## src/smbcp_map.vh

```
// constants for the two-wire configuration port of the clock buffer
`ifndef SMBCP_MAP_VH
`define SMBCP_MAP_VH

`define SMBCP_SLAVE_ADDR    8'hd2
`define SMBCP_CMD_BLOCK     8'h00
`define SMBCP_CMD_SINGLE_B  7
`define SMBCP_NUM_BYTES     3
`define SMBCP_NUM_PAIRS     19
`define SMBCP_NUM_OE_PINS   8
`define SMBCP_OE_FIRST_PAIR 5
`define SMBCP_BYTE0_RST     8'h38
`define SMBCP_BYTE1_RST     8'hff
`define SMBCP_BYTE2_RST     8'hff
`define SMBCP_BYTE0_WMASK   8'h3e
`define SMBCP_LOW_PAIRS     16
`define SMBCP_LOW_PAIR_BIT  8
`define SMBCP_HIGH_PAIR_OFS 13
`define SMBCP_RD_PAD        8'hff

`endif

```

## src/smbcp_port.v

```verilog
// two-wire slave port holding the configuration bytes and output pair enables
`include "smbcp_map.vh"
`default_nettype none

module smbcp_port #(
  parameter                         NUM_BYTES = `SMBCP_NUM_BYTES,
  parameter                         NUM_PAIRS = `SMBCP_NUM_PAIRS,
  parameter                         NUM_OE    = `SMBCP_NUM_OE_PINS,
  parameter [8*NUM_BYTES-1:0]       CFG_RST   = {`SMBCP_BYTE2_RST, `SMBCP_BYTE1_RST, `SMBCP_BYTE0_RST}
) (
  input  wire                 clk_i,
  input  wire                 reset_n_i,
  input  wire                 scl_i,
  input  wire                 sda_i,
  output wire                 sda_o,
  output wire                 sda_oe_n_o,
  input  wire [NUM_OE-1:0]    pair_oe_n_i,
  input  wire [1:0]           pll_mode_i,
  input  wire                 freq_sel_i,
  output wire [NUM_PAIRS-1:0] clock_pair_en_o
);

  localparam [2:0] S_IDLE = 3'h0;
  localparam [2:0] S_RX   = 3'h1;
  localparam [2:0] S_ACK  = 3'h2;
  localparam [2:0] S_TX   = 3'h3;
  localparam [2:0] S_RACK = 3'h4;

  localparam [1:0] K_ADDR = 2'h0;
  localparam [1:0] K_CMD  = 2'h1;
  localparam [1:0] K_CNT  = 2'h2;
  localparam [1:0] K_DATA = 2'h3;
  localparam SW = NUM_OE + 5;

  //////////////////////////////////////////////////////////////////////////////
  // pin synchronisers and edge detection

  wire [SW-1:0] sync_w;
  wire          scl_s;
  wire          sda_s;
  wire [NUM_OE-1:0] oe_n_s;
  wire [1:0]    mode_s;
  wire          freq_s;

  smbcp_sync #(
    .W       (SW),
    .RST_VAL ({2'b11, {NUM_OE{1'b0}}, 3'b000})
  ) u_sync (
    .clk_i     (clk_i),
    .reset_n_i (reset_n_i),
    .d_i       ({scl_i, sda_i, pair_oe_n_i, pll_mode_i, freq_sel_i}),
    .q_o       (sync_w)
  );

  assign scl_s  = sync_w[SW-1];
  assign sda_s  = sync_w[SW-2];
  assign oe_n_s = sync_w[SW-3:3];
  assign mode_s = sync_w[2:1];
  assign freq_s = sync_w[0];

  reg scl_p_q;
  reg sda_p_q;
  reg drive_low_q;
  reg sda_oe_n_q;

  always @(posedge clk_i or negedge reset_n_i) begin
    if (!reset_n_i) begin
      scl_p_q    <= 1'b1;
      sda_p_q    <= 1'b1;
      sda_oe_n_q <= 1'b1;
    end else begin
      scl_p_q    <= scl_s;
      sda_p_q    <= sda_s;
      sda_oe_n_q <= ~drive_low_q;
    end
  end

  wire scl_rise = scl_s & ~scl_p_q;
  wire scl_fall = ~scl_s & scl_p_q;
  // start or repeated start: data falls while clock high
  wire start_ev = scl_s & scl_p_q & sda_p_q & ~sda_s;
  wire stop_ev  = scl_s & scl_p_q & ~sda_p_q & sda_s;

  //////////////////////////////////////////////////////////////////////////////
  // protocol engine

  reg [2:0]             st_q;
  reg [1:0]             kind_q;
  reg [3:0]             bit_cnt_q;
  reg [7:0]             sh_q;
  reg [6:0]             ptr_q;
  reg                   block_q;
  reg                   cnt_pend_q;
  reg                   tx_next_q;
  reg                   mack_q;
  reg [8*NUM_BYTES-1:0] cfg_q;

  // byte presented to the master, status bits overlaid on byte zero
  wire [7:0] rd_raw  = (ptr_q < NUM_BYTES) ? cfg_q[ptr_q*8 +: 8] : `SMBCP_RD_PAD;
  wire [7:0] rd_cfg  = (ptr_q == 7'h00) ? {mode_s, rd_raw[5:1], freq_s} : rd_raw;
  wire [7:0] cnt_val = NUM_BYTES[7:0];
  wire [7:0] rd_byte = (block_q && cnt_pend_q) ? cnt_val : rd_cfg;
  wire       rd_adv  = ~(block_q && cnt_pend_q);
  wire [7:0] wmask   = (ptr_q == 7'h00) ? `SMBCP_BYTE0_WMASK : 8'hff;

  always @(posedge clk_i or negedge reset_n_i) begin
    if (!reset_n_i) begin
      st_q        <= S_IDLE;
      kind_q      <= K_ADDR;
      bit_cnt_q   <= 4'h0;
      sh_q        <= 8'h00;
      ptr_q       <= 7'h00;
      block_q     <= 1'b0;
      cnt_pend_q  <= 1'b0;
      tx_next_q   <= 1'b0;
      mack_q      <= 1'b0;
      drive_low_q <= 1'b0;
      cfg_q       <= CFG_RST;
    end else if (start_ev) begin
      st_q        <= S_RX;
      kind_q      <= K_ADDR;
      bit_cnt_q   <= 4'h0;
      drive_low_q <= 1'b0;
    end else if (stop_ev) begin
      st_q        <= S_IDLE;
      drive_low_q <= 1'b0;
    end else begin
      case (st_q)
        S_RX: begin
          if (scl_rise) begin
            sh_q      <= {sh_q[6:0], sda_s};
            bit_cnt_q <= bit_cnt_q + 4'h1;
          end else if (scl_fall && bit_cnt_q == 4'h8) begin
            st_q        <= S_ACK;
            drive_low_q <= 1'b1;
            tx_next_q   <= 1'b0;
            case (kind_q)
              K_ADDR: begin
                if ({sh_q[7:1], 1'b0} != `SMBCP_SLAVE_ADDR) begin
                  st_q        <= S_IDLE;
                  drive_low_q <= 1'b0;
                end else if (sh_q[0]) begin
                  tx_next_q  <= 1'b1;
                  cnt_pend_q <= 1'b1;
                end else begin
                  kind_q <= K_CMD;
                end
              end
              K_CMD: begin
                ptr_q <= 7'h00;
                if (sh_q == `SMBCP_CMD_BLOCK) begin
                  block_q <= 1'b1;
                  kind_q  <= K_CNT;
                end else if (sh_q[`SMBCP_CMD_SINGLE_B]) begin
                  block_q <= 1'b0;
                  ptr_q   <= sh_q[6:0];
                  kind_q  <= K_DATA;
                end else begin
                  // unknown command: refuse with a nack
                  st_q        <= S_IDLE;
                  drive_low_q <= 1'b0;
                end
              end
              K_CNT: begin
                kind_q <= K_DATA;
              end
              default: begin
                if (ptr_q < NUM_BYTES) begin
                  cfg_q[ptr_q*8 +: 8] <= (cfg_q[ptr_q*8 +: 8] & ~wmask) | (sh_q & wmask);
                end
                ptr_q <= ptr_q + 7'h01;
              end
            endcase
          end
        end
        S_ACK: begin
          if (scl_fall) begin
            bit_cnt_q <= 4'h0;
            if (tx_next_q) begin
              st_q        <= S_TX;
              sh_q        <= rd_byte;
              drive_low_q <= ~rd_byte[7];
              cnt_pend_q  <= 1'b0;
              if (rd_adv) begin
                ptr_q <= ptr_q + 7'h01;
              end
            end else begin
              st_q        <= S_RX;
              drive_low_q <= 1'b0;
            end
          end
        end
        S_TX: begin
          if (scl_rise) begin
            bit_cnt_q <= bit_cnt_q + 4'h1;
          end else if (scl_fall) begin
            if (bit_cnt_q == 4'h8) begin
              st_q        <= S_RACK;
              drive_low_q <= 1'b0;
            end else begin
              sh_q        <= {sh_q[6:0], 1'b0};
              drive_low_q <= ~sh_q[6];
            end
          end
        end
        S_RACK: begin
          if (scl_rise) begin
            mack_q <= ~sda_s;
          end else if (scl_fall) begin
            bit_cnt_q <= 4'h0;
            if (mack_q) begin
              st_q        <= S_TX;
              sh_q        <= rd_byte;
              drive_low_q <= ~rd_byte[7];
              if (rd_adv) begin
                ptr_q <= ptr_q + 7'h01;
              end
            end else begin
              st_q <= S_IDLE;
            end
          end
        end
        default: begin
          drive_low_q <= 1'b0;
        end
      endcase
    end
  end

  // open-drain data: only ever pulls low; enable pin leaves a flop, one cycle late
  assign sda_o      = 1'b0;
  assign sda_oe_n_o = sda_oe_n_q;

  //////////////////////////////////////////////////////////////////////////////
  // output pair enables

  reg [NUM_PAIRS-1:0] pair_en_q;
  genvar g;
  generate
    for (g = 0; g < NUM_PAIRS; g = g + 1) begin : g_pair
      wire pin_ok;
      wire bit_ok;
      if (g >= `SMBCP_OE_FIRST_PAIR && g < `SMBCP_OE_FIRST_PAIR + NUM_OE) begin : g_pin
        assign pin_ok = ~oe_n_s[g - `SMBCP_OE_FIRST_PAIR];
      end else begin : g_nopin
        assign pin_ok = 1'b1;
      end
      if (g < `SMBCP_LOW_PAIRS) begin : g_lo
        assign bit_ok = cfg_q[`SMBCP_LOW_PAIR_BIT + g];
      end else begin : g_hi
        assign bit_ok = cfg_q[g - `SMBCP_HIGH_PAIR_OFS];
      end
      always @(posedge clk_i or negedge reset_n_i) begin
        if (!reset_n_i) begin
          pair_en_q[g] <= 1'b1;
        end else begin
          pair_en_q[g] <= pin_ok & bit_ok;
        end
      end
    end
  endgenerate

  assign clock_pair_en_o = pair_en_q;

endmodule // smbcp_port
`default_nettype wire

```

## src/smbcp_sync.v

```verilog
// two-flop synchroniser for pins from outside the clock domain
`default_nettype none

module smbcp_sync #(
  parameter         W       = 1,
  parameter [W-1:0] RST_VAL = {W{1'b0}}
) (
  input  wire         clk_i,
  input  wire         reset_n_i,
  input  wire [W-1:0] d_i,
  output wire [W-1:0] q_o
);

  reg [W-1:0] meta_q;
  reg [W-1:0] sync_q;

  // first stage feeds only the second stage
  always @(posedge clk_i or negedge reset_n_i) begin
    if (!reset_n_i) begin
      meta_q <= RST_VAL;
      sync_q <= RST_VAL;
    end else begin
      meta_q <= d_i;
      sync_q <= meta_q;
    end
  end

  assign q_o = sync_q;

endmodule // smbcp_sync

`default_nettype wire

```

## config.mk

```make
export PLATFORM = sky130hd
export DESIGN_NAME = smbcp_port
export DESIGN_NICKNAME = d
export VERILOG_FILES = /design/src/smbcp_port.v /design/src/smbcp_sync.v
export VERILOG_INCLUDE_DIRS = /design/src
export SDC_FILE = /design/constraint.sdc
export NUM_CORES = 1
export LEC_CHECK = 0
export ABC_CLOCK_PERIOD_IN_PS = 5100
export BUFFER_PORTS_ARGS = -buffer_cell sky130_fd_sc_hd__buf_2
export CORE_UTILIZATION = 55
export DETAILED_ROUTE_END_ITERATION = 12
export PLACE_DENSITY = 0.74
export SLEW_MARGIN = 20
export SYNTH_ARGS = -nofsm -noshare
export SYNTH_HDL_FRONTEND = slang
export SYNTH_SLANG_ARGS = --single-unit
```

## constraint.sdc

```tcl
create_clock -name clk_i -period 5.1 [get_ports clk_i]
set_input_delay 1.02 -clock clk_i [delete_from_list [all_inputs] [get_ports clk_i]]
set_output_delay 1.02 -clock clk_i [all_outputs]
set_load 0.05 [all_outputs]
```

==> impl_metrics.ini, run 1 <==
[power]
leakagePower_nw = 2.26
seqPwrFrac_pct = 58.8
switching_power_uw = 385
p_per_area_nw_per_um2 = 274
vdd_drop_max_mv = 0.185
sw_frac_of_total_pct = 26.9
power.internal_mw = 1.04
clock_power_share_pct = 36.4
p_comb_share_pct = 4.8

[logic_synthesis]
ys_seq_area_share_pct = 54.2
postSynthCellCount = 419
synth-seq-cells = 101
synth_top_cell_by_area = dfrtp_1
syn_area_per_cell_um2 = 11.4
synth_edf_count = 0
netlist_area_um2 = 4770
synth_area_leaders = dfrtp_1, dfstp_2, mux2_2, o21ai_0, ha_1
synth_top_flop_cell = dfrtp_1
ys_warn_count = 0
ys_types = 57
synth_top_area_share_pct = 29.4
async_reset_ff_share_pct = 100
syn-num-nets = 443

[die]
initial_core_util_pct = 57.4
row_count = 33
fp.dieH_um = 95.1
die_area_um2 = 9040
core_area_um2 = 8300
io_pins = 36
fp.dieW_um = 95.1

[global_routing]
grt_pass1_wl_um = 17200
grt_pass1_vias = 3367
grt_max_degree = 56
antenna_found_initial = 0
track_usage_pct = 25.1
overflow = 0

[cells_and_area]
multi_input_area_um2 = 2040
syn2layout_area_growth_pct = 9.45
antenna_cells = 0
seq_area_um2 = 2580
nNetsFinal = 470
fill_cells = 649
stdcell_count = 556
drive_above_1_share_pct = 31.3

[place]
gp_congestion = 0.899
dp.cells = 540
hpwlAfterDp_um = 7110
port_buffers = 34
dp_slack_ns = 1.47

[sta]
finalHoldViolations = 0
max_freq_mhz = 261
period_needed_ns = 3.83
setup_viol_count_final = 0
worst_slack_ns = 1.27
period_share_pct = 75.0
final_max_slew_viol_count = 0
rsz0062_at_grt = no
tightestPinTransition_ns = 0.828
fin_skew_ns = 0.0223
setup_tns_ns = 0
relSlewSlack_pct = 44.7

[detailed_routing]
wl_per_cell_um = 18.6
via_per_inst = 6.25
drt_iter0_markers = 293
drc = 0
vias = 3476
antenna_left = 0
drt-total-wl_um = 10300
drtPass1Iterations = 6

[worst_setup_path]
crit_type = reg2reg
worstPathMaxFanout = 17
arrival_ns = 4.13
endpoint_kind = flip-flop
crit_path_start_kind = flip-flop
required_ns = 5.40

[clock_tree]
clock_path_buffers = 2
cts_root_buf = clkbuf_8
cts.htree.levels = 3
cts_resized = 0
numCtsBuffers = 9
ctsHoldBuffers = 0
clock_latency_ns = 0.38
clock-sinks = 101
cts_tree = built
clkTransAtPathRegs_ns = 0.12
postCtsSetupRepairBufs = 0

[outcome]
status = finished clean

[min_path]
hp-class = reg2reg

[flow_run]
max_cap_viol_count = 0
==> critical path: stages (launching register included) <==
cell and delay (ns):
dfrtp_1 0.77, inv_1 0.16, ha_1 0.31, inv_1 0.15
nor2_1 0.08, ha_1 0.33, nor4b_1 0.46, o21ai_0 0.36
a2111oi_4 0.74, mux2_2 0.41
==> cells in the final DEF (no fill, tap or decap), types with 4 or more instances in the layout <==
| cell | n |
|---|---|
| o2bb2ai_1 | 5 |
| nor2_1 | 16 |
| nand2b_1 | 5 |
| dfrtp_1 | 56 |
| buf_2 | 33 |
| nor2b_1 | 17 |
| and3_1 | 5 |
| nand2_1 | 24 |
| a31oi_1 | 6 |
| xor2_1 | 4 |
| a22o_1 | 5 |
| mux2_2 | 33 |
| mux2i_1 | 8 |
| clkbuf_8 | 9 |
| dfstp_2 | 45 |
| ha_1 | 9 |
| nor3_1 | 7 |
| a21o_1 | 5 |
| or3_1 | 5 |
| nor3b_1 | 6 |
| a21oi_1 | 17 |
| nand4_1 | 4 |
| a22oi_1 | 5 |
| inv_1 | 18 |
| o21ai_0 | 33 |
| nand3_1 | 9 |
==> sequential cells by signal, indices dropped and copies added (netlist names) <==
register,flops
ptr_q,7
u_sync.meta_q,13
clock_pair_en_o,19
bit_cnt_q,4
sh_q,8
cfg_q,24
kind_q,2
mack_q,1
scl_p_q,1
drive_low_q,1
sda_p_q,1
cnt_pend_q,1
st_q,3
sda_oe_n_o,1
u_sync.q_o,13
tx_next_q,1
block_q,1
==> final timing paths <==
| path | start | endpoint | slack (ns) | depth (start not counted) |
|---|---|---|---|---|
| setup / recovery | ptr_q[0] | cfg_q[21] | 1.27 | 9 |
| hold / removal | u_sync.meta_q[12] | u_sync.q_o[12] | 0.35 | 0 |
| setup reg to reg | ptr_q[0] | cfg_q[21] | 1.27 | 9 |
| hold reg to reg | u_sync.meta_q[12] | u_sync.q_o[12] | 0.35 | 0 |
| max in group asynchronous | reset_n_i | u_sync.meta_q[9] | 3.37 | 2 |
| min in group asynchronous | reset_n_i | bit_cnt_q[1] | 0.67 | 1 |
==> layout make-up <==
cell class | instances | area share, %
Multi-Input combinational cell | 281 | 39.1
Inverter | 18 | 1.30
Clock inverter | 7 | 1.75
Timing Repair Buffer | 35 | 3.45
Tap cell | 105 | 2.52
Clock buffer | 9 | 2.37
Sequential cell | 101 | 49.5
==> per-stage QoR <==
| step | area, um2 | util [%] | hold WS, ns | total power [mW] |
|---|---|---|---|---|
| after global routing | 5220 | 62.9 | 0.364 | 1.49 |
| after CTS | 5220 | 62.9 | 0.359 | 1.44 |
| after detailed placement | 5000 | 60.3 | 0.336 | 0.921 |
| final | 5220 | 62.9 | 0.349 | 1.43 |
| after floorplan | 4770 | - | 0.331 | 0.884 |
| after global placement | 5000 | 60.3 | 0.332 | 0.919 |
==> cell usage after synthesis (4+ instances only) <==
cell type and n:
a21o_1 5, a21oi_1 17, a22o_1 5, a22oi_1 5
a31oi_1 6, and3_1 5, clkbuf_1 17, dfrtp_1 56
dfstp_2 45, ha_1 9, inv_1 18, mux2_2 33
mux2i_1 8, nand2_1 24, nand2b_1 5, nand3_1 9
nand4_1 4, nor2_1 16, nor2b_1 17, nor3_1 7
nor3b_1 6, o21ai_0 33, o2bb2ai_1 5, or3_1 5
xor2_1 4
==> cell families (layout without fill, tap and decap cells) <==
| group | after synthesis | count (layout) | share of synthesized area, % |
|---|---|---|---|
| and+or+nand+nor | 117 | 117 | 13.9 |
| AOI/OAI and AO/OA | 109 | 109 | 16.2 |
| DFF | 101 | 101 | 54.2 |
| muxes | 41 | 41 | 9.48 |
| buffers and inverters | 37 | 69 | 3.02 |
| adders and majority gates | 9 | 9 | 2.36 |
| xor gates and xnor gates | 4 | 4 | 0.735 |
| other | 1 | 1 | 0.0787 |
==> metal layers <==
layer	share of wire (%)	up-vias	GRT usage (%)
met5	0	-	0
met4	1.9	0	9.72
met3	7.1	23	4.55
met2	45	146	37.0
met1	46	1719	36.8
li1	-	1588	-
==> power by group through the flow <==
stage	Sequential [mW]	Clock [mW]	Combinational [mW]
2_1_floorplan	0.843	0	0.0410
3_3_place_gp	0.852	0	0.0672
3_5_place_dp	0.852	0	0.0686
4_1_cts	0.838	0.537	0.0694
5_1_grt	0.841	0.567	0.0776
6_report	0.839	0.520	0.0686
No activity file was read; power rests on OpenSTA's default activity.
==> run 2, diff against run 1 <==
- ABC_CLOCK_PERIOD_IN_PS: 5100 -> 3400
- CORE_UTILIZATION: 55 -> 54
- PLACE_DENSITY: 0.74 -> 0.76
- clock period: 5.1 -> 3.4 ns (I/O delays scaled with it)
==> run 2 against run 1 <==
Effect of this change:
- sequential power increased by 50%
- first-iteration DRC count is 2.7% higher
- die area is 1.8% higher
- wire length fell by 4.1%
- clock skew shrank 0.0050 ns
- cell count is 1.3% higher
- global-route usage decreased by 1.4 points
- clock power rose by 56%
- worst hold slack worse by 0.054 ns
- flip-flop and latch count is the same
- combinational power is 53% higher
- critical path type unchanged
- largest cell class unchanged
- largest power group unchanged
==> impl_metrics.ini, run 2 (synthesis gave the netlist of run 1 again) <==
[cells_and_area]
final_util_pct = 62.9
nNetsFinal = 477
largest_register_ffs = 24
drive_above_1_share_pct = 32.3
final_cell_mix = dfrtp_1, dfstp_2, o21ai_0, mux2_2, buf_2
design_area_um2 = 5270
antenna_cells = 0
final_common_cell = dfrtp_1
syn2layout_area_growth_pct = 10.6
stdcell_count = 563
largest_register = cfg_q

[global_routing]
antenna_found_initial = 0
grt_pass1_vias = 3275
grt_max_degree = 45
track_usage_pct = 23.7
grt_pass1_wl_um = 16500
overflow = 0

[worst_setup_path]
worstPathMaxFanout = 8
required_ns = 3.70
arrival_ns = 3.49
crit_path_start_kind = flip-flop
endpoint_kind = flip-flop
crit_type = reg2reg

[place]
dp.cells = 547
port_buffers = 34
hpwlAfterDp_um = 6850
gp_congestion = 0.905
placed_cell_area_um2 = 5050
dp_slack_ns = 0.232

[die]
row_count = 33
initial_core_util_pct = 56.9
core_area_um2 = 8380
die_area_um2 = 9210
fp.dieH_um = 95.9
io_pins = 36
fp.dieW_um = 95.9

[sta]
worst_slack_ns = 0.211
setup_viol_count_final = 0
timing.hold.ws_ns = 0.295
period_needed_ns = 3.19
fin_skew_ns = 0.0173
setup_tns_ns = 0
period_share_pct = 93.8
final_max_slew_viol_count = 0
finalHoldViolations = 0
relSlewSlack_pct = 41.7
tightestPinTransition_ns = 0.866
rsz0062_at_grt = no
max_freq_mhz = 314

[clock_tree]
clock_latency_ns = 0.37
clock-sinks = 101
clock_path_buffers = 2
ctsHoldBuffers = 0
cts_tree = built
postCtsSetupRepairBufs = 0
cts_resized = 0
numCtsBuffers = 9
clkTransAtPathRegs_ns = 0.10
cts.htree.levels = 3
cts_root_buf = clkbuf_8

[outcome]
status = finished clean

[power]
leakagePower_nw = 2.30
power.total_mw = 2.17
p_per_area_nw_per_um2 = 412
vdd_drop_max_mv = 0.296

[detailed_routing]
via_per_inst = 6.14
antenna_left = 0
vias = 3455
drtPass1Iterations = 5
drc = 0
drt-total-wl_um = 9900
wl_per_cell_um = 17.6
drt_iter0_markers = 301

[flow_run]
max_cap_viol_count = 0

[min_path]
hp-class = in2async
run 2: path summary, 6_finish.rpt:
check,startpoint,endpoint,slack [ns],cells past startpoint
worst min register to register,u_sync.meta_q[7],u_sync.q_o[7],0.36,0
worst min-delay path,reset_n_i,ptr_q[4],0.29,1
worst max-delay path,ptr_q[4],cfg_q[19],0.21,7
min in group clk_i,u_sync.meta_q[7],u_sync.q_o[7],0.36,0
max in group asynchronous,reset_n_i,cfg_q[5],2.23,2
worst max register to register,ptr_q[4],cfg_q[19],0.21,7
run 2: routing by layer:
metal | share of wire [%] | wire (um) | up-vias | GRT usage [%]
li1 | - | - | 1603 | -
met1 | 46 | 4550 | 1724 | 33.6
met2 | 47 | 4690 | 115 | 36.7
met3 | 5.5 | 542 | 13 | 4.74
met4 | 1.3 | 126 | 0 | 7.84
met5 | 0 | 0 | - | 0
run 2: worst max-delay path, cell delays in order (launching register included):
cell,delay [ns]
dfrtp_1,0.44
or4_1,0.59
nor2_1,0.15
ha_1,0.27
nor4b_1,0.28
o21ai_0,0.28
a2111oi_4,0.71
mux2_2,0.40
run 2: layout make-up:
type	instances	area, um2
timing repair buffer	42	233
clock buffer	9	124
tap	105	131
sequential	101	2580
inverter	18	67.6
multi-input combinational	281	2040
clock inverter	7	91.3
fill	649	3110
run 2: report_power, final:
| part | switching, mW | internal, mW | total, mW |
|---|---|---|---|
| registers | 0.0257 | 1.23 | 1.26 |
| clock network | 0.450 | 0.360 | 0.810 |
| logic | 0.0702 | 0.0348 | 0.105 |
